$ cat src/hdl/pid_sup_pkg.sv
// pid_sup_pkg: shared constants and types for the pid supervisor block
// assumes a 10 MHz control clock and a 32-bit apb register bus
package pid_sup_pkg;
	// clock rate and time units
	localparam int unsigned CLK_HZ         = 10_000_000;
	localparam int unsigned TENTH_S_NS     = 100_000_000;
	localparam int unsigned CLK_NS         = 1_000_000_000 / CLK_HZ;
	// cycles in one tenth of a second, the unit of all timer settings
	localparam int unsigned TENTH_CYCLES   = TENTH_S_NS / CLK_NS;

	// register byte offsets
	localparam logic [11:0] OFS_CTRL     = 12'h000;
	localparam logic [11:0] OFS_FBTIME   = 12'h004;
	localparam logic [11:0] OFS_DEV      = 12'h008;
	localparam logic [11:0] OFS_SLEEP    = 12'h00C;
	localparam logic [11:0] OFS_WAKE     = 12'h010;
	localparam logic [11:0] OFS_STIME    = 12'h014;
	localparam logic [11:0] OFS_LIMITS   = 12'h018;
	localparam logic [11:0] OFS_STATUS   = 12'h01C;
	localparam logic [11:0] OFS_IRQ_STAT = 12'h020;
	localparam logic [11:0] OFS_IRQ_MASK = 12'h024;

	// ctrl field positions
	localparam int CTRL_REACT_LSB = 0;
	localparam int CTRL_DIR_EN    = 2;
	localparam int CTRL_SLEEP_SRC = 3;
	localparam int CTRL_PID_ON    = 4;
	localparam int CTRL_ACI_420   = 5;

	// reset values (tenths of s, tenths of %, hundredths)
	localparam logic [31:0] RST_CTRL    = 32'h0000_0000;
	localparam logic [15:0] RST_FBTIME  = 16'h0000;
	localparam logic [15:0] RST_DEVLVL  = 16'h0064;
	localparam logic [15:0] RST_DEVTIME = 16'h0032;
	localparam logic [15:0] RST_WAKEINT = 16'h01F4;
	localparam logic [15:0] RST_ZERO16  = 16'h0000;
	localparam logic [15:0] DEVLVL_MIN  = 16'h000A;
	localparam logic [15:0] DEVLVL_MAX  = 16'h01F4;
	localparam logic [15:0] DEVTIME_MIN = 16'h0001;
	localparam logic [15:0] DEVTIME_MAX = 16'h0BB8;
	localparam logic [15:0] FBTIME_MAX  = 16'h8CA0;
	localparam logic [15:0] HZ_MAX      = 16'hEA60;
	localparam logic [15:0] PCT_MAX     = 16'h4E20;
	localparam logic [15:0] WINT_MAX    = 16'h07D0;

	// interrupt status bit positions
	localparam int IRQ_FBLOSS = 0;
	localparam int IRQ_DEVERR = 1;
	localparam int IRQ_SLEEP  = 2;
	localparam int IRQ_WAKE   = 3;
	localparam int IRQ_W      = 4;

	// fault reaction codes
	typedef enum logic [1:0] {
		REACT_RUN  = 2'h0,
		REACT_RAMP = 2'h1,
		REACT_COAST = 2'h2,
		REACT_HOLD = 2'h3
	} react_t;

	// sleep sequencer states, one-hot
	typedef enum logic [3:0] {
		S_RUN   = 4'b0001,
		S_HOLD  = 4'b0010,
		S_DECEL = 4'b0100,
		S_SLEEP = 4'b1000
	} sleep_st_t;
endpackage

$ cat src/hdl/pid_tick_if.sv
// pid_tick_if: tenth-second tick carried from the prescaler to the timers
// assumes one clock domain; driver owns tick
`timescale 1ns/1ps
interface pid_tick_if;
	logic tick; // one-cycle pulse every tenth of a second
	modport src (output tick);
	modport dst (input tick);
endinterface

$ cat src/hdl/pid_supervisor.sv
// pid_supervisor: feedback-loss, deviation and sleep/wake supervision
// assumes inputs synchronous to clock, apb slave with zero wait states
//
// Overview of operation
// - loss detection only on 4-20mA current input
// - warn after abnormal held for detection time
// - zero detection time disables loss detection
// - two-bit selector picks loss fault reaction
// - sustained deviation raises fault on output
// - deviation level and time limited, defaults
// - direction reversal only when enable set
// - sleep references in hertz or percent
// - compare command or feedback by selector
// - sleep below reference, wake above wake
// - clamp integral to wake limit after wake
// - no pid: hold sleep frequency, then sleep
// - pid: decelerate, sleep on timer expiry
// - pid: hold lower limit until timer expiry
//
// The placing of the registers and the APB interface to the registers were left to the implementer.
`timescale 1ns/1ps
module pid_supervisor #(
	// clocks per tenth-second tick; a bench may shorten it
	parameter int unsigned TICK_CYCLES = pid_sup_pkg::TENTH_CYCLES
) (
	// clock and reset
	input  wire logic        clock,
	input  wire logic        sys_rst,
	// apb slave
	input  wire logic        psel,
	input  wire logic        penable,
	input  wire logic        pwrite,
	input  wire logic [11:0] paddr,
	input  wire logic [31:0] pwdata,
	output logic [31:0]      prdata,
	output logic             pready,
	output logic             pslverr,
	// pid core and generator inputs
	input  wire logic [15:0] analog_current_input,
	input  wire logic        fb_abnormal,
	input  wire logic [15:0] pid_reference,
	input  wire logic [15:0] pid_feedback,
	input  wire logic [15:0] pid_cmd_freq,
	input  wire logic        pid_cmd_reverse,
	input  wire logic [15:0] out_freq,
	// drive controls
	output logic [15:0]      freq_target,
	output logic             run_reverse,
	output logic             ramp_stop,
	output logic             coast_stop,
	output logic             hold_freq,
	output logic             fb_loss_warn,
	output logic             multi_function_output,
	output logic             sleeping,
	output logic [15:0]      integral_limit,
	output logic             integral_clamp,
	output logic             irq
);
	// prescaler state
	logic [$clog2(TICK_CYCLES)-1:0] pre_reg;
	pid_tick_if tk_src ();

	typedef struct packed {
		logic [31:0]                 ctrl;
		logic [15:0]                 fbtime;
		logic [15:0]                 devlvl;
		logic [15:0]                 devtime;
		logic [15:0]                 sleep_ref;
		logic [15:0]                 wake_ref;
		logic [15:0]                 stime;
		logic [15:0]                 lower_lim;
		logic [15:0]                 min_out;
		logic [15:0]                 wake_int;
		logic [pid_sup_pkg::IRQ_W-1:0] ist;
		logic [pid_sup_pkg::IRQ_W-1:0] imask;
		pid_sup_pkg::sleep_st_t      sst;
		logic                        loss;
		logic                        deverr;
		logic                        clamp;
		logic                        rev;
		logic [15:0]                 held;
		logic [31:0]                 rdata;
	} st_t;
	st_t st_reg;
	st_t st_next;

	// clamp a written value into its legal range
	function automatic logic [15:0] clip(input logic [15:0] v,
		input logic [15:0] lo, input logic [15:0] hi);
		clip = (v < lo) ? lo : ((v > hi) ? hi : v);
	endfunction

	// absolute difference of two unsigned words
	function automatic logic [15:0] absdiff(input logic [15:0] a,
		input logic [15:0] b);
		absdiff = (a > b) ? (a - b) : (b - a);
	endfunction

	// control fields
	logic                   aci_420;
	logic                   pid_on;
	logic                   src_fb;
	logic                   dir_en;
	pid_sup_pkg::react_t    react;
	logic [15:0]            watched;
	logic                   loss_cond;
	logic                   dev_cond;
	logic                   below;
	logic                   above;
	logic                   loss_exp;
	logic                   dev_exp;
	logic                   sleep_exp;
	logic                   sleep_cond;
	logic [15:0]            floor_f;
	logic                   wr;
	logic                   rd;

	assign aci_420 = st_reg.ctrl[pid_sup_pkg::CTRL_ACI_420];
	assign pid_on  = st_reg.ctrl[pid_sup_pkg::CTRL_PID_ON];
	assign src_fb  = st_reg.ctrl[pid_sup_pkg::CTRL_SLEEP_SRC];
	assign dir_en  = st_reg.ctrl[pid_sup_pkg::CTRL_DIR_EN];
	assign react   = pid_sup_pkg::react_t'(
		st_reg.ctrl[pid_sup_pkg::CTRL_REACT_LSB +: 2]);

	// loss watched only on 4-20mA input with a nonzero time
	assign loss_cond = aci_420 && (st_reg.fbtime != pid_sup_pkg::RST_ZERO16)
		&& fb_abnormal;
	// deviation beyond level; level in tenths, compared in hundredths
	assign dev_cond = pid_on && (absdiff(pid_reference, pid_feedback) >
		16'(st_reg.devlvl * 16'd10));
	// compared signal follows the sleep source selector
	assign watched = src_fb ? pid_feedback : pid_cmd_freq;
	assign below = watched < st_reg.sleep_ref;
	assign above = watched > st_reg.wake_ref;
	// floor is lower limit, or minimum output when no limit set
	assign floor_f = (st_reg.lower_lim != pid_sup_pkg::RST_ZERO16) ?
		st_reg.lower_lim : st_reg.min_out;
	assign sleep_cond = (st_reg.sst != pid_sup_pkg::S_RUN) &&
		(st_reg.sst != pid_sup_pkg::S_SLEEP);
	assign wr = psel && penable && pwrite;
	assign rd = psel && !penable && !pwrite;

	// tenth-second prescaler feeding every timer
	always_ff @(posedge clock) begin
		if (sys_rst)
			pre_reg <= '0;
		else if (tk_src.tick)
			pre_reg <= '0;
		else
			pre_reg <= pre_reg + 1'b1;
	end
	assign tk_src.tick = (pre_reg ==
		($bits(pre_reg))'(TICK_CYCLES - 1));

	// feedback-loss timer
	pid_hold_timer #(.W(16)) u_loss (
		.clock   (clock),
		.sys_rst (sys_rst),
		.tk      (tk_src),
		.cond    (loss_cond),
		.limit   (st_reg.fbtime),
		.expired (loss_exp)
	);

	// deviation timer; strictly longer than the set time
	pid_hold_timer #(.W(16)) u_dev (
		.clock   (clock),
		.sys_rst (sys_rst),
		.tk      (tk_src),
		.cond    (dev_cond),
		.limit   (16'(st_reg.devtime + 1'b1)),
		.expired (dev_exp)
	);

	// sleep timer, tenths of a second
	pid_hold_timer #(.W(16)) u_sleep (
		.clock   (clock),
		.sys_rst (sys_rst),
		.tk      (tk_src),
		.cond    (sleep_cond),
		.limit   (st_reg.stime),
		.expired (sleep_exp)
	);

	// register file, fault flags and sleep sequencer
	always_comb begin
		// read data holds from the access phase until the next read
		st_next = st_reg;
		// apb writes with range clamping
		if (wr) begin
			unique case (paddr)
			pid_sup_pkg::OFS_CTRL:   st_next.ctrl = {26'h0, pwdata[5:0]};
			pid_sup_pkg::OFS_FBTIME: st_next.fbtime = clip(pwdata[15:0],
				pid_sup_pkg::RST_ZERO16, pid_sup_pkg::FBTIME_MAX);
			pid_sup_pkg::OFS_DEV: begin
				st_next.devlvl = clip(pwdata[15:0],
					pid_sup_pkg::DEVLVL_MIN, pid_sup_pkg::DEVLVL_MAX);
				st_next.devtime = clip(pwdata[31:16],
					pid_sup_pkg::DEVTIME_MIN, pid_sup_pkg::DEVTIME_MAX);
			end
			pid_sup_pkg::OFS_SLEEP: st_next.sleep_ref = clip(pwdata[15:0],
				pid_sup_pkg::RST_ZERO16, pwdata[16] ? pid_sup_pkg::PCT_MAX :
				pid_sup_pkg::HZ_MAX);
			pid_sup_pkg::OFS_WAKE: st_next.wake_ref = clip(pwdata[15:0],
				pid_sup_pkg::RST_ZERO16, pwdata[16] ? pid_sup_pkg::PCT_MAX :
				pid_sup_pkg::HZ_MAX);
			pid_sup_pkg::OFS_STIME: begin
				st_next.stime = pwdata[15:0];
				st_next.wake_int = clip(pwdata[31:16],
					pid_sup_pkg::RST_ZERO16, pid_sup_pkg::WINT_MAX);
			end
			pid_sup_pkg::OFS_LIMITS: begin
				st_next.lower_lim = pwdata[15:0];
				st_next.min_out = pwdata[31:16];
			end
			pid_sup_pkg::OFS_IRQ_STAT:
				st_next.ist = st_reg.ist & ~pwdata[pid_sup_pkg::IRQ_W-1:0];
			pid_sup_pkg::OFS_IRQ_MASK:
				st_next.imask = pwdata[pid_sup_pkg::IRQ_W-1:0];
			default: ;
			endcase
		end
		// read data captured in setup, presented in access
		if (rd) begin
			unique case (paddr)
			pid_sup_pkg::OFS_CTRL:   st_next.rdata = st_reg.ctrl;
			pid_sup_pkg::OFS_FBTIME: st_next.rdata = {16'h0, st_reg.fbtime};
			pid_sup_pkg::OFS_DEV: st_next.rdata = {st_reg.devtime, st_reg.devlvl};
			pid_sup_pkg::OFS_SLEEP: st_next.rdata = {16'h0, st_reg.sleep_ref};
			pid_sup_pkg::OFS_WAKE:  st_next.rdata = {16'h0, st_reg.wake_ref};
			pid_sup_pkg::OFS_STIME: st_next.rdata = {st_reg.wake_int,
				st_reg.stime};
			pid_sup_pkg::OFS_LIMITS: st_next.rdata = {st_reg.min_out,
				st_reg.lower_lim};
			pid_sup_pkg::OFS_STATUS: st_next.rdata = {24'h0, st_reg.sst,
				st_reg.clamp, st_reg.rev, st_reg.deverr, st_reg.loss};
			pid_sup_pkg::OFS_IRQ_STAT: st_next.rdata = {28'h0, st_reg.ist};
			pid_sup_pkg::OFS_IRQ_MASK: st_next.rdata = {28'h0, st_reg.imask};
			default: st_next.rdata = 32'h0000_0000;
			endcase
		end
		// fault levels follow their timers
		st_next.loss = loss_exp;
		st_next.deverr = dev_exp;
		// reversal passes only with the enable set
		st_next.rev = dir_en ? pid_cmd_reverse : 1'b0;
		if (!(react == pid_sup_pkg::REACT_HOLD && loss_exp))
			st_next.held = out_freq;
		// sleep sequencer
		unique case (st_reg.sst)
		pid_sup_pkg::S_RUN: begin
			if (below) begin
				st_next.clamp = 1'b0;
				st_next.sst = pid_on ? pid_sup_pkg::S_DECEL :
					pid_sup_pkg::S_HOLD;
			end
		end
		pid_sup_pkg::S_HOLD: begin
			if (!below)
				st_next.sst = pid_sup_pkg::S_RUN;
			else if (sleep_exp)
				st_next.sst = pid_sup_pkg::S_SLEEP;
		end
		pid_sup_pkg::S_DECEL: begin
			if (sleep_exp)
				st_next.sst = pid_sup_pkg::S_SLEEP;
		end
		pid_sup_pkg::S_SLEEP: begin
			if (above) begin
				st_next.sst = pid_sup_pkg::S_RUN;
				st_next.clamp = 1'b1;
			end
		end
		default: st_next.sst = pid_sup_pkg::S_RUN;
		endcase
		// clamp releases once the watched signal falls to or below the wake reference
		if (st_reg.clamp && st_reg.sst == pid_sup_pkg::S_RUN &&
			!above)
			st_next.clamp = 1'b0;
		// sticky events; a set beats a clear in the same cycle
		if (loss_exp && !st_reg.loss)
			st_next.ist[pid_sup_pkg::IRQ_FBLOSS] = 1'b1;
		if (dev_exp && !st_reg.deverr)
			st_next.ist[pid_sup_pkg::IRQ_DEVERR] = 1'b1;
		if (st_next.sst == pid_sup_pkg::S_SLEEP &&
			st_reg.sst != pid_sup_pkg::S_SLEEP)
			st_next.ist[pid_sup_pkg::IRQ_SLEEP] = 1'b1;
		if (st_reg.sst == pid_sup_pkg::S_SLEEP &&
			st_next.sst == pid_sup_pkg::S_RUN)
			st_next.ist[pid_sup_pkg::IRQ_WAKE] = 1'b1;
	end

	always_ff @(posedge clock) begin
		if (sys_rst) begin
			st_reg           <= '0;
			st_reg.ctrl      <= pid_sup_pkg::RST_CTRL;
			st_reg.devlvl    <= pid_sup_pkg::RST_DEVLVL;
			st_reg.devtime   <= pid_sup_pkg::RST_DEVTIME;
			st_reg.wake_int  <= pid_sup_pkg::RST_WAKEINT;
			st_reg.sst       <= pid_sup_pkg::S_RUN;
		end else begin
			st_reg <= st_next;
		end
	end

	// frequency target per sequencer state and loss reaction
	always_comb begin
		unique case (st_reg.sst)
		pid_sup_pkg::S_HOLD:  freq_target = st_reg.sleep_ref;
		pid_sup_pkg::S_DECEL: freq_target = sleep_exp ? 16'h0000 :
			floor_f;
		pid_sup_pkg::S_SLEEP: freq_target = 16'h0000;
		default: freq_target = (st_reg.loss &&
			react == pid_sup_pkg::REACT_HOLD) ? st_reg.held :
			pid_cmd_freq;
		endcase
	end

	// outputs
	assign ramp_stop  = st_reg.loss && react == pid_sup_pkg::REACT_RAMP;
	assign coast_stop = st_reg.loss && react == pid_sup_pkg::REACT_COAST;
	assign hold_freq  = st_reg.loss && react == pid_sup_pkg::REACT_HOLD;
	assign fb_loss_warn = st_reg.loss;
	assign multi_function_output = st_reg.deverr;
	assign run_reverse = st_reg.rev;
	assign sleeping = st_reg.sst == pid_sup_pkg::S_SLEEP;
	assign integral_limit = st_reg.wake_int;
	assign integral_clamp = st_reg.clamp;
	assign irq = |(st_reg.ist & st_reg.imask);
	assign prdata = st_reg.rdata;
	assign pready = 1'b1;
	assign pslverr = 1'b0;
endmodule

$ cat src/hdl/pid_hold_timer.sv
// pid_hold_timer: counts tenth-second ticks while a condition holds
// assumes tick arrives from the shared prescaler
`timescale 1ns/1ps
module pid_hold_timer #(
	parameter int W = 16
) (
	// clock and reset
	input  wire logic         clock,
	input  wire logic         sys_rst,
	// tick input
	pid_tick_if.dst           tk,
	// condition and limit
	input  wire logic         cond,
	input  wire logic [W-1:0] limit,
	// result, level while condition held past the limit
	output logic              expired
);
	typedef struct packed {
		logic [W-1:0] cnt; // elapsed tenths
		logic         exp; // limit reached
	} st_t;
	st_t st_reg;
	st_t st_next;

	// counting restarts from zero whenever the condition drops
	always_comb begin
		st_next = st_reg;
		if (!cond) begin
			st_next.cnt = '0;
			st_next.exp = 1'b0;
		end else begin
			if (st_reg.cnt >= limit)
				st_next.exp = 1'b1;
			else if (tk.tick)
				st_next.cnt = st_reg.cnt + 1'b1;
		end
	end

	always_ff @(posedge clock) begin
		if (sys_rst)
			st_reg <= '0;
		else
			st_reg <= st_next;
	end

	assign expired = st_reg.exp;
endmodule

$ cat config.mk
export PLATFORM = sky130hd
export DESIGN_NAME = pid_supervisor
export DESIGN_NICKNAME = d
export VERILOG_FILES = /design/src/hdl/pid_sup_pkg.sv /design/src/hdl/pid_tick_if.sv /design/src/hdl/pid_supervisor.sv /design/src/hdl/pid_hold_timer.sv
export SDC_FILE = /design/constraint.sdc
export NUM_CORES = 1
export LEC_CHECK = 0
export BUFFER_PORTS_ARGS = -buffer_cell sky130_fd_sc_hd__buf_2
export CELL_PAD_IN_SITES_DETAIL_PLACEMENT = 0
export CELL_PAD_IN_SITES_GLOBAL_PLACEMENT = 2
export CORE_MARGIN = 1.5
export CORE_UTILIZATION = 38
export CTS_CLUSTER_SIZE = 40
export DETAILED_ROUTE_END_ITERATION = 8
export PLACE_DENSITY = 0.88
export SLEW_MARGIN = 10
export SYNTH_ARGS = -nofsm -noshare
export SYNTH_HDL_FRONTEND = slang
export SYNTH_SLANG_ARGS = --single-unit
$ cat constraint.sdc
create_clock -name clock -period 6.75 [get_ports clock]
set_clock_uncertainty 0.05 [all_clocks]
set_input_delay 0.3375 -clock clock [delete_from_list [all_inputs] [get_ports clock]]
set_output_delay 0.3375 -clock clock [all_outputs]
set_load 0.01 [all_outputs]
==> results.cfg, run 1 <==
[run_status]
status = finished, final reports clean

[detailed_routing]
ant_nets = 0
drc = 0
dr_total_vias = 17080
dr.pass1.iters = 6
routed_wl_um = 63660
drt-vias-per-instance = 5.689
routedWlPerCell_um = 21.20
initialDrtViolationCount = 1464

[synthesis]
synthAdderAreaFrac_pct = 11.17
synth_nets = 2578
synth_top_family_by_area = simple AND/OR/NAND/NOR gates
synth.distinct_cells = 91
synth_edf_count = 0
synth_xor_area_share_pct = 3.188
ys.flop_type = dfxtp_1
ys_seq_area_share_pct = 31.47
syn-cell-area_sq_mm = 0.01813
synthCells = 2287
ys_ff_latch = 285
synth_warnings = 0
synth_compound_area_share_pct = 19.96
synthArstFlopShare_pct = 0
avgSynthCellArea_sq_um = 7.928
synth-simple-area-share_pct = 21.17
muxShareOfSynthArea_pct = 5.210

[cells_and_area]
layout-drive-gt1-share_pct = 13.36
final_common_cell = dfxtp_1
antenna_cells = 0
syn_to_final_growth_pct = 12.72
finish.utilization_pct = 43.62
largest_reg_flops = 156
nets = 2663
nFillCells = 4780
final_cell_mix = dfxtp_1, nand2_1, a21oi_1

[floorplanning]
initial_utilization_pct = 38.70
dieArea_sq_mm = 0.04903
coreArea_sq_mm = 0.04685
die_w_um = 221.4
die-height_um = 221.4
row_count = 79
pin_count = 206

[job]
max_cap_viol_count = 0

[clocking]
tritoncts = done
cts_max_level = 2
numClockSinks = 285
clkSlewWorstSetupHoldPaths_ns = 0.06
clkLatencyLatePin_ns = 0.56
cts_buffer_depth = 3
cts_root_buffer = clkbuf_16
post-cts-setup-buffers = 0
cts_made_buffers = 35

[critical_path]
slowest_delay_ns = 0.67
cp_slowest_cell = a2111o_1
rrSetupSlack_ns = 2.29
worstPathRequired_ns = 7.12
startpoint_type = input pin
path_cells = buf_2 > inv_1 > ha_1 > inv_1 > fa_1 > nand3_1 > nand2_1 > a41oi_1 > and2_1 > o21a_1 > mux2i_2 > o32ai_2 > xor2_1 > ha_1 > or3_1 > o21ai_0 > a21oi_1 > a221oi_1 > a2111o_1 > nor2_1
cp.arrival_ns = 5.03
path_class = in2reg
critPathMaxFanout = 17
r2r_cells = 19
cpLargestDelayFamily = compound AO/OA/AOI/OAI gates
r2r-end = u_dev.st_reg[9]
reg2reg_from = st_reg[179]
worst-path-buf-inv = 3
cp-end-kind = flip-flop

[timing]
rsz0062_at_grt = false
slew_headroom_pct = 19.31
fmax_ghz = 0.2148
finalSetupViolCount = 0
maxSlewViolCount = 0
period_needed_ns = 4.656
tightest_slew_ns = 1.207
min_period_over_period_pct = 68.97
finalHoldViolations = 0
setup-tns-final_ns = 0

[global_route]
grt-ovfl-total = 0
grt_pass1_wl_um = 97080
antenna_found_initial = 1
grt_usage_pct = 25.48
grt_pass1_vias = 16340
grt_max_degree = 83

[placed_design]
port_buffers = 187
place_congestion = 0.9329
place_hpwl_um = 49040

[pwr]
leakage_nw = 8.060
power_density_mw_per_mm2 = 201.3
vdd_drop_max_mv = 0.1453

[worst_hold_path]
worstHoldEndpoint = st_reg[81]
min_path_type = in2reg
hp-start = pwdata[17]
whs_path_depth = 3
final cells by class:
cell class | instances | area, sq um | area share, %
clock buffers | 48 | 984.7 | 4.818
clock inverters | 13 | 186.4 | 0.9122
inverters | 139 | 521.8 | 2.553
multi-input cells | 1690 | 11030 | 53.97
flip-flops and latches | 285 | 5705 | 27.92
well taps | 607 | 759.5 | 3.716
repair buffers | 221 | 1250 | 6.116
worst reg2reg max path: cells and delay by family (launching register included):
family	cells	cell delay, ns
AOI/OAI and AO/OA	9	2.23
adders and majority gates	4	0.98
buffers and inverters	1	0.07
DFF	1	0.44
and+or+nand+nor	5	0.62
how the worst max path moves through the flow:
stage	startpoint	end	slack, ns	cells past startpoint
finish	pid_reference[0]	u_dev.st_reg[2]	2.09	20
CTS	pid_reference[0]	u_dev.st_reg[2]	2.11	20
detailed placement	pid_reference[0]	u_dev.st_reg[2]	1.52	20
floorplan	pid_reference[13]	u_dev.expired	2.57	21
global placement	pid_reference[0]	u_dev.expired	1.56	20
global route	pid_feedback[0]	u_dev.st_reg[5]	1.74	19
synthesized netlist by cell type, types with 10 or more instances:
library cell | number | share of area [%]
a211oi_1 | 23 | 0.95
a21o_1 | 34 | 1.4
a21oi_1 | 254 | 7.0
a22o_1 | 11 | 0.53
a22oi_1 | 41 | 1.7
and2_1 | 14 | 0.48
and3_1 | 28 | 0.97
buf_1 | 10 | 0.21
buf_2 | 23 | 0.63
buf_4 | 51 | 2.1
clkbuf_1 | 86 | 1.8
dfxtp_1 | 285 | 31
ha_1 | 157 | 11
inv_1 | 139 | 2.9
mux2_2 | 24 | 1.5
mux2i_1 | 48 | 2.6
nand2_1 | 281 | 5.8
nand2b_1 | 17 | 0.59
nand3_1 | 87 | 2.4
nand4_1 | 35 | 1.2
nor2_1 | 183 | 3.8
nor2b_1 | 20 | 0.69
nor3_1 | 37 | 1.0
nor4_1 | 17 | 0.59
o211ai_1 | 16 | 0.66
o21ai_0 | 84 | 2.3
o21ai_1 | 10 | 0.28
o221ai_1 | 16 | 0.77
o22ai_1 | 10 | 0.35
or3_1 | 37 | 1.3
xnor2_1 | 29 | 1.4
xor2_1 | 37 | 1.8
metrics by stage:
step	instance area, sq um	hold WS (ns)	worst slack, ns	total power [W]	std cells
finish	20440	0.03094	2.094	0.004114	3003
global route	20440	0.02371	1.739	0.004260	3003
CTS	20440	0.0006488	2.114	0.004148	3003
detailed placement	19060	0.3923	1.516	0.002190	2921
global placement	19060	0.3867	1.561	0.002189	2921
floorplan	18130	0.3799	2.565	0.002031	2287
routing by layer:
metal / vias up / global-route usage (%) / share of wire [%]
li1: 8240 / - / -
met1: 8160 / 32.08 / 42
met2: 562 / 43.35 / 48
met3: 119 / 3.837 / 5.8
met4: 2 / 10.72 / 4.2
met5: - / 0 / 0.011
power by group:
part / switching, W / internal (W)
registers: 0.00000865 / 0.00169
logic: 0.000294 / 0.000173
clock network: 0.000768 / 0.00118
total: 0.00107 / 0.00304
cell families after synthesis:
logic type / count (synthesis)
buffers and inverters: 312
multiplexers: 81
XOR/XNOR: 66
flip-flops: 285
adder cells (fa/ha/maj): 160
AND/OR/NAND/NOR: 804
other: 2
AO/OA/AOI/OAI: 577
what timing repair did:
| item | 4_1_cts | 5_1_grt |
|---|---|---|
| hold buffers | 21 | 0 |
| resized for setup | 0 | 0 |
| setup endpoints to repair | 0 | 0 |
| endpoints found under the hold margin | 21 | 0 |
Note: power is estimated with default switching activity, not from simulation.
==> run 2: changes to the inputs <==
CORE_UTILIZATION = 32   (was 38)
PLACE_DENSITY = 0.79   (was 0.88)
clock period = 3.75 ns   (was 6.75 ns; I/O delays follow)
==> run 2 against run 1 <==
  * The flow now finishes with violations (negative setup slack)
  * Register-to-register slack worse by 2.4 ns
  * Clock power up 86%
  * Worst hold slack better by 0.00065 ns
  * First-iteration DRC count down 15%
  * Combinational power up 130%
  * Flip-flop and latch count unchanged
  * Sequential share of layout area down 2.3 points
  * Final cell count up 10%
  * Wire length up 11%
  * Die area up 18%
  * Global-route usage down 1.4 points
==> results.cfg, run 2 (same netlist as run 1, synthesis figures left out) <==
[critical_path]
worst-path-buf-inv = 3
cp_slowest_cell = a2111o_1
critPathMaxFanout = 5
cp_common_cell = a21oi_2
worstPathRequired_ns = 4.19
path_cells = ha_4 > ha_4 > inv_2 > fa_2 > nor2b_2 > o21ai_2 > a21oi_2 > o21ai_2 > a21oi_2 > o31ai_2 > o311a_1 > ha_1 > and2_4 > nand3_4 > nor3_4 > o31ai_1 > a2111o_1 > buf_4 > buf_6 > a21oi_2
slowest_delay_ns = 0.51
cpLargestDelayFamily = compound AO/OA/AOI/OAI gates
cp-end-kind = flip-flop
cp.arrival_ns = 4.33
startpoint_type = flip-flop
path_class = reg2reg

[cells_and_area]
stdcell_area_sq_mm = 0.02226
antenna_cells = 0
regArea_sq_mm = 0.005710
layout-drive-gt1-share_pct = 19.80
multi_input_area_sq_mm = 0.01129
nFillCells = 5799
nets = 2829
syn_to_final_growth_pct = 22.79
largest_reg_flops = 156
final_cell_mix = dfxtp_1, nand2_1, a21oi_1
final_common_cell = dfxtp_1
finalNonFillerCells = 3317

[timing]
rsz0062_at_grt = true
period_needed_ns = 3.897
slew_headroom_pct = 28.63
fmax_ghz = 0.2566
finalSetupViolCount = 17
fin_ws_ns = -0.1469
maxSlewViolCount = 0
min_period_over_period_pct = 103.9
tightest_slew_ns = 1.061
finalHoldViolations = 0

[placed_design]
port_buffers = 187
place_congestion = 0.9846
dpl_worst_slack_ns = -0.4461
place_hpwl_um = 55390
dp_cells = 3205
postPlaceCellArea_sq_mm = 0.02035

[floorplanning]
pin_count = 206
row_count = 87
dieArea_sq_mm = 0.05810
die-height_um = 241.0
coreArea_sq_mm = 0.05617
initial_utilization_pct = 32.28
die_w_um = 241.0

[global_route]
grt_max_degree = 103
grt_usage_pct = 24.12
grtUsageMet3_pct = 2.711
met2_usage_pct = 40.50
grt_pass1_wl_um = 106100
busiest_layer = met2
met1_usage_pct = 31.00
antenna_found_initial = 1
grt-ovfl-total = 0
grt_pass1_vias = 17190

[clocking]
clkSlewWorstSetupHoldPaths_ns = 0.07
numClockSinks = 285
cts_buffer_depth = 3
tritoncts = done
cts_root_buffer = clkbuf_16
clkLatencyLatePin_ns = 0.55
cts_made_buffers = 36
cts_max_level = 2

[pwr]
combPwrFrac_pct = 13.7
swShare_pct = 26.19
power_density_mw_per_mm2 = 347.3
intPower_w = 0.005707
switching_power_w = 0.002025
vdd_drop_max_mv = 0.3210
p_clk_share_pct = 46.8
seq_power_share_pct = 39.5
leakage_nw = 8.901

[run_status]
violations = negative setup slack
status = complete, but fails checks

[detailed_routing]
drt-vias-per-instance = 5.301
drc = 0
dr_total_vias = 17590
dr.pass1.iters = 7
ant_nets = 0
routedWlPerCell_um = 21.40
initialDrtViolationCount = 1246
routed_wl_um = 70970

[worst_hold_path]
min_path_type = in2reg

[job]
max_cap_viol_count = 0
run 2: cell types whose count changed in the layout (fill, tap and decap cells not counted), sizes merged:
cell         previous run  this run
bufinv                  4         5
buf                   200       344
dlygate4sd3            21        41
inv                   141       140
clkinvlp                1         0
clkbuf                 48        50
run 2: area by class of cell:
cell class,count,area share (%)
tap,756,4.249
multi-input combinational,1690,50.72
clock buffer,49,4.491
timing repair buffer,386,11.61
inverter,139,2.366
clock inverter,12,0.9161
sequential,285,25.65
run 2: timing repair:
action	in CTS	in global routing
hold buffers	41	0
buffers inserted	3	6
gates resized for setup	22	24
pin swaps	4	4
endpoints found under the hold margin	68	0
endpoints found under the setup margin	17	17
gates cloned	2	0
run 2: path summary, 6_finish.rpt:
kind,from,end,slack [ns],depth (start not counted)
worst max-delay path,st_reg[179],u_dev.st_reg[5],-0.15,20
worst min-delay path,pwdata[6],st_reg[118],0.03,3
worst max register to register,st_reg[179],u_dev.st_reg[5],-0.15,20
worst min register to register,st_reg[39],st_reg[39],0.40,2
run 2: metrics by stage:
stage | power, W | util (%) | hold slack [ns] | TNS [ns]
after global placement | 0.004097 | 36.22 | 0.3825 | -5.689
after global routing | 0.008027 | 39.64 | 0.02620 | -5.263
final | 0.007733 | 39.64 | 0.03159 | -1.735
after detailed placement | 0.004096 | 36.22 | 0.3854 | -7.092
after floorplan | 0.003666 | - | 0.2605 | -0.7454
after CTS | 0.007778 | 39.39 | 0.004719 | -1.465
run 2: routing by layer:
layer | wire length [um] | vias up
met5 | 17 | -
met4 | 3163 | 2
met3 | 2955 | 115
met2 | 33410 | 446
met1 | 31430 | 8454
li1 | - | 8568
run 2: power groups by stage:
stage	clock, W	sequential [W]	combinational (W)
2_1_floorplan	0	0.00312	0.000547
3_3_place_gp	0	0.00312	0.000974
3_5_place_dp	0	0.00312	0.000972
4_1_cts	0.00370	0.00306	0.00102
5_1_grt	0.00381	0.00306	0.00116
6_report	0.00362	0.00306	0.00106
run 2: worst min-delay path, cell delays in order:
cell and delay [ns]:
buf_2 0.22, nand2_1 0.10, a21oi_1 0.06
==> run 3: changes to the inputs <==
ABC_AREA = 1   (was unset)
CORE_UTILIZATION = 30   (was 32)
HOLD_SLACK_MARGIN = 0.1   (was unset)
==> run 3 against run 2 <==
  * Synthesized area grew 4.9%
  * Worst hold slack improved by 0.12 ns
  * The flow now finishes without violations
  * Cell area up 1.4%
  * Synthesized cell count rose by 23%
  * Via count up 11%
  * Count of clock-buffer cells in the layout rose by 3
  * Total power fell by 2.1%
  * Global-route usage is 1.9 points lower
  * Combinational power is 12% lower
  * Critical endpoint is now u_dev.st_reg[16]
==> results.cfg, run 3 <==
[clocking]
tritoncts = done
cts_buffer_depth = 3
cts_root_buffer = clkbuf_16
cts_max_level = 2
numClockSinks = 285
cts_made_buffers = 37
clkSlewWorstSetupHoldPaths_ns = 0.06
clkLatencyLatePin_ns = 0.57

[critical_path]
critPathMaxFanout = 8
path_cells = ha_4 > ha_4 > inv_2 > fa_2 > o21ai_2 > nand2_1 > o211ai_1 > a21o_1 > a21oi_2 > xor2_1 > ha_1 > nand2_2 > nor2_4 > nand4_1 > nor4_4 > nor3_2 > nand2_2 > clkbuf_16 > a21oi_1
worstPathRequired_ns = 4.13
path_class = reg2reg
cp.arrival_ns = 3.97
cp-end-kind = flip-flop
startpoint_type = flip-flop
cp_slowest_cell = dfxtp_4
slowest_delay_ns = 0.37

[run_status]
status = finished, final reports clean

[detailed_routing]
ant_nets = 0
routed_wl_um = 73730
drt-vias-per-instance = 5.079
dr.pass1.iters = 6
initialDrtViolationCount = 1593
dr_total_vias = 19560
drc = 0
routedWlPerCell_um = 19.15

[timing]
fin_ws_ns = 0.1617
maxSlewViolCount = 0
period_needed_ns = 3.588
holdWs_ns = 0.1471
slew_headroom_pct = 20.33
fmax_ghz = 0.2787
rsz0062_at_grt = true
min_period_over_period_pct = 95.69
finalHoldViolations = 0
finalSetupViolCount = 0
tightest_slew_ns = 1.192

[synthesis]
synthTopCellsByCount = nand2_1, inv_1, a21oi_1, dfxtp_1, o21ai_0
synthArstFlopShare_pct = 0
synth_nets = 3101
synth.distinct_cells = 56
synth_largest_area_cell = dfxtp_1
ys_seq_area_share_pct = 30.00
synth_top_cells_by_area = dfxtp_1, nand2_1, ha_1
synth_warnings = 0
ys.flop_type = dfxtp_1
yosysMostFrequentCell = nand2_1
ys_ff_latch = 285
syn-cell-area_sq_mm = 0.01902
synthCells = 2810
synth_edf_count = 0
synth_top_area_share_pct = 30.00
avgSynthCellArea_sq_um = 6.768

[job]
max_cap_viol_count = 0

[pwr]
combPwrFrac_pct = 12.3
vdd_drop_max_mv = 0.2375
intPower_w = 0.005491
seq_power_share_pct = 40.3
power_density_mw_per_mm2 = 335.3
swShare_pct = 27.44
leakage_nw = 9.566
switching_power_w = 0.002076
p_clk_share_pct = 47.3

[global_route]
antenna_found_initial = 2
grt_pass1_vias = 18350
grt_pass1_wl_um = 109400
grt_max_degree = 138
grt-ovfl-total = 0
grt_usage_pct = 22.27

[cells_and_area]
nets = 3268
finalNonFillerCells = 3851
largest_reg_flops = 156
antenna_cells = 0
layout-drive-gt1-share_pct = 11.91
final_cell_mix = nand2_1, inv_1, a21oi_1
syn_to_final_growth_pct = 18.68
final_common_cell = nand2_1
stdcell_area_sq_mm = 0.02257

[placed_design]
postPlaceCellArea_sq_mm = 0.02058
dp_cells = 3730
dpl_worst_slack_ns = -0.1273
place_congestion = 0.9394
port_buffers = 187
place_hpwl_um = 57570

[floorplanning]
row_count = 92
initial_utilization_pct = 30.26
pin_count = 206
coreArea_sq_mm = 0.06285
die-height_um = 254.8
die_w_um = 254.8
dieArea_sq_mm = 0.06491

[worst_hold_path]
min_path_type = in2reg
-- run 3: cells by family (layout without fill, tap and decap cells) --
logic type / after synthesis / in the layout / share of synthesized area [%]
xor+xnor: 86 / 86 / 3.961
fa+ha+maj: 160 / 160 / 10.65
buf+inv: 536 / 731 / 11.84
simple gates: 1052 / 1052 / 23.88
compound gates: 689 / 689 / 19.63
other cells: 2 / 2 / 0.03949
flops: 285 / 285 / 30.00
-- run 3: cell type report --
| type | count | area [sq um] |
|---|---|---|
| Clock buffer | 52 | 1052 |
| Tap cell | 846 | 1059 |
| Sequential cell | 285 | 5720 |
| Fill cell | 6806 | 40280 |
| Inverter | 374 | 1405 |
| Clock inverter | 15 | 158.9 |
| Timing Repair Buffer | 290 | 1882 |
| Multi-Input combinational cell | 1989 | 11290 |
-- run 3: what timing repair did --
item,in CTS,in global routing
setup endpoints to repair,16,17
hold buffers,52,0
pin swaps,0,16
cloned,0,1
buffers inserted,0,2
hold endpoints to repair,131,0
gates resized for setup,3,44
-- run 3: layer usage --
layer,GRT usage (%),wire length [um],up-vias
met1,30.36,33430,9130
li1,-,-,9684
met4,8.825,2776,0
met2,35.27,32930,632
met5,0,0,-
met3,3.123,4603,112
-- run 3: final timing paths --
kind / slack, ns / start / cells after the start / to
worst min-delay path: 0.15 / sys_rst / 3 / prdata[10]
worst min register to register: 0.41 / pre_reg[0] / 1 / pre_reg[0]
worst max register to register: 0.16 / st_reg[179] / 19 / u_dev.st_reg[16]
worst max-delay path: 0.16 / st_reg[179] / 19 / u_dev.st_reg[16]
-- run 3: worst max-delay path: cells and delay by family (launching register included) --
kind,cells,cell delay (ns)
and+or+nand+nor,7,1.08
AOI/OAI and AO/OA,5,0.55
DFF,1,0.37
buffers and inverters,2,0.23
xor gates and xnor gates,1,0.14
adders and majority gates,4,1.05
-- run 3: power groups by stage --
stage          Sequential, W  Clock [W]  Combinational (W)
4_1_cts              0.00305    0.00368           0.000925
6_report             0.00305    0.00358           0.000935
2_1_floorplan        0.00312          0           0.000536
3_3_place_gp         0.00312          0           0.000873
3_5_place_dp         0.00312          0           0.000878
5_1_grt              0.00305    0.00377            0.00105
-- run 3: through the flow --
stage	power, W	TNS, ns	utilization [%]
floorplan	0.003653	0	-
CTS	0.007652	0	35.51
global route	0.007872	-0.2105	35.91
detailed placement	0.003997	-1.957	32.75
finish	0.007568	0	35.91
global placement	0.003991	-1.570	32.75
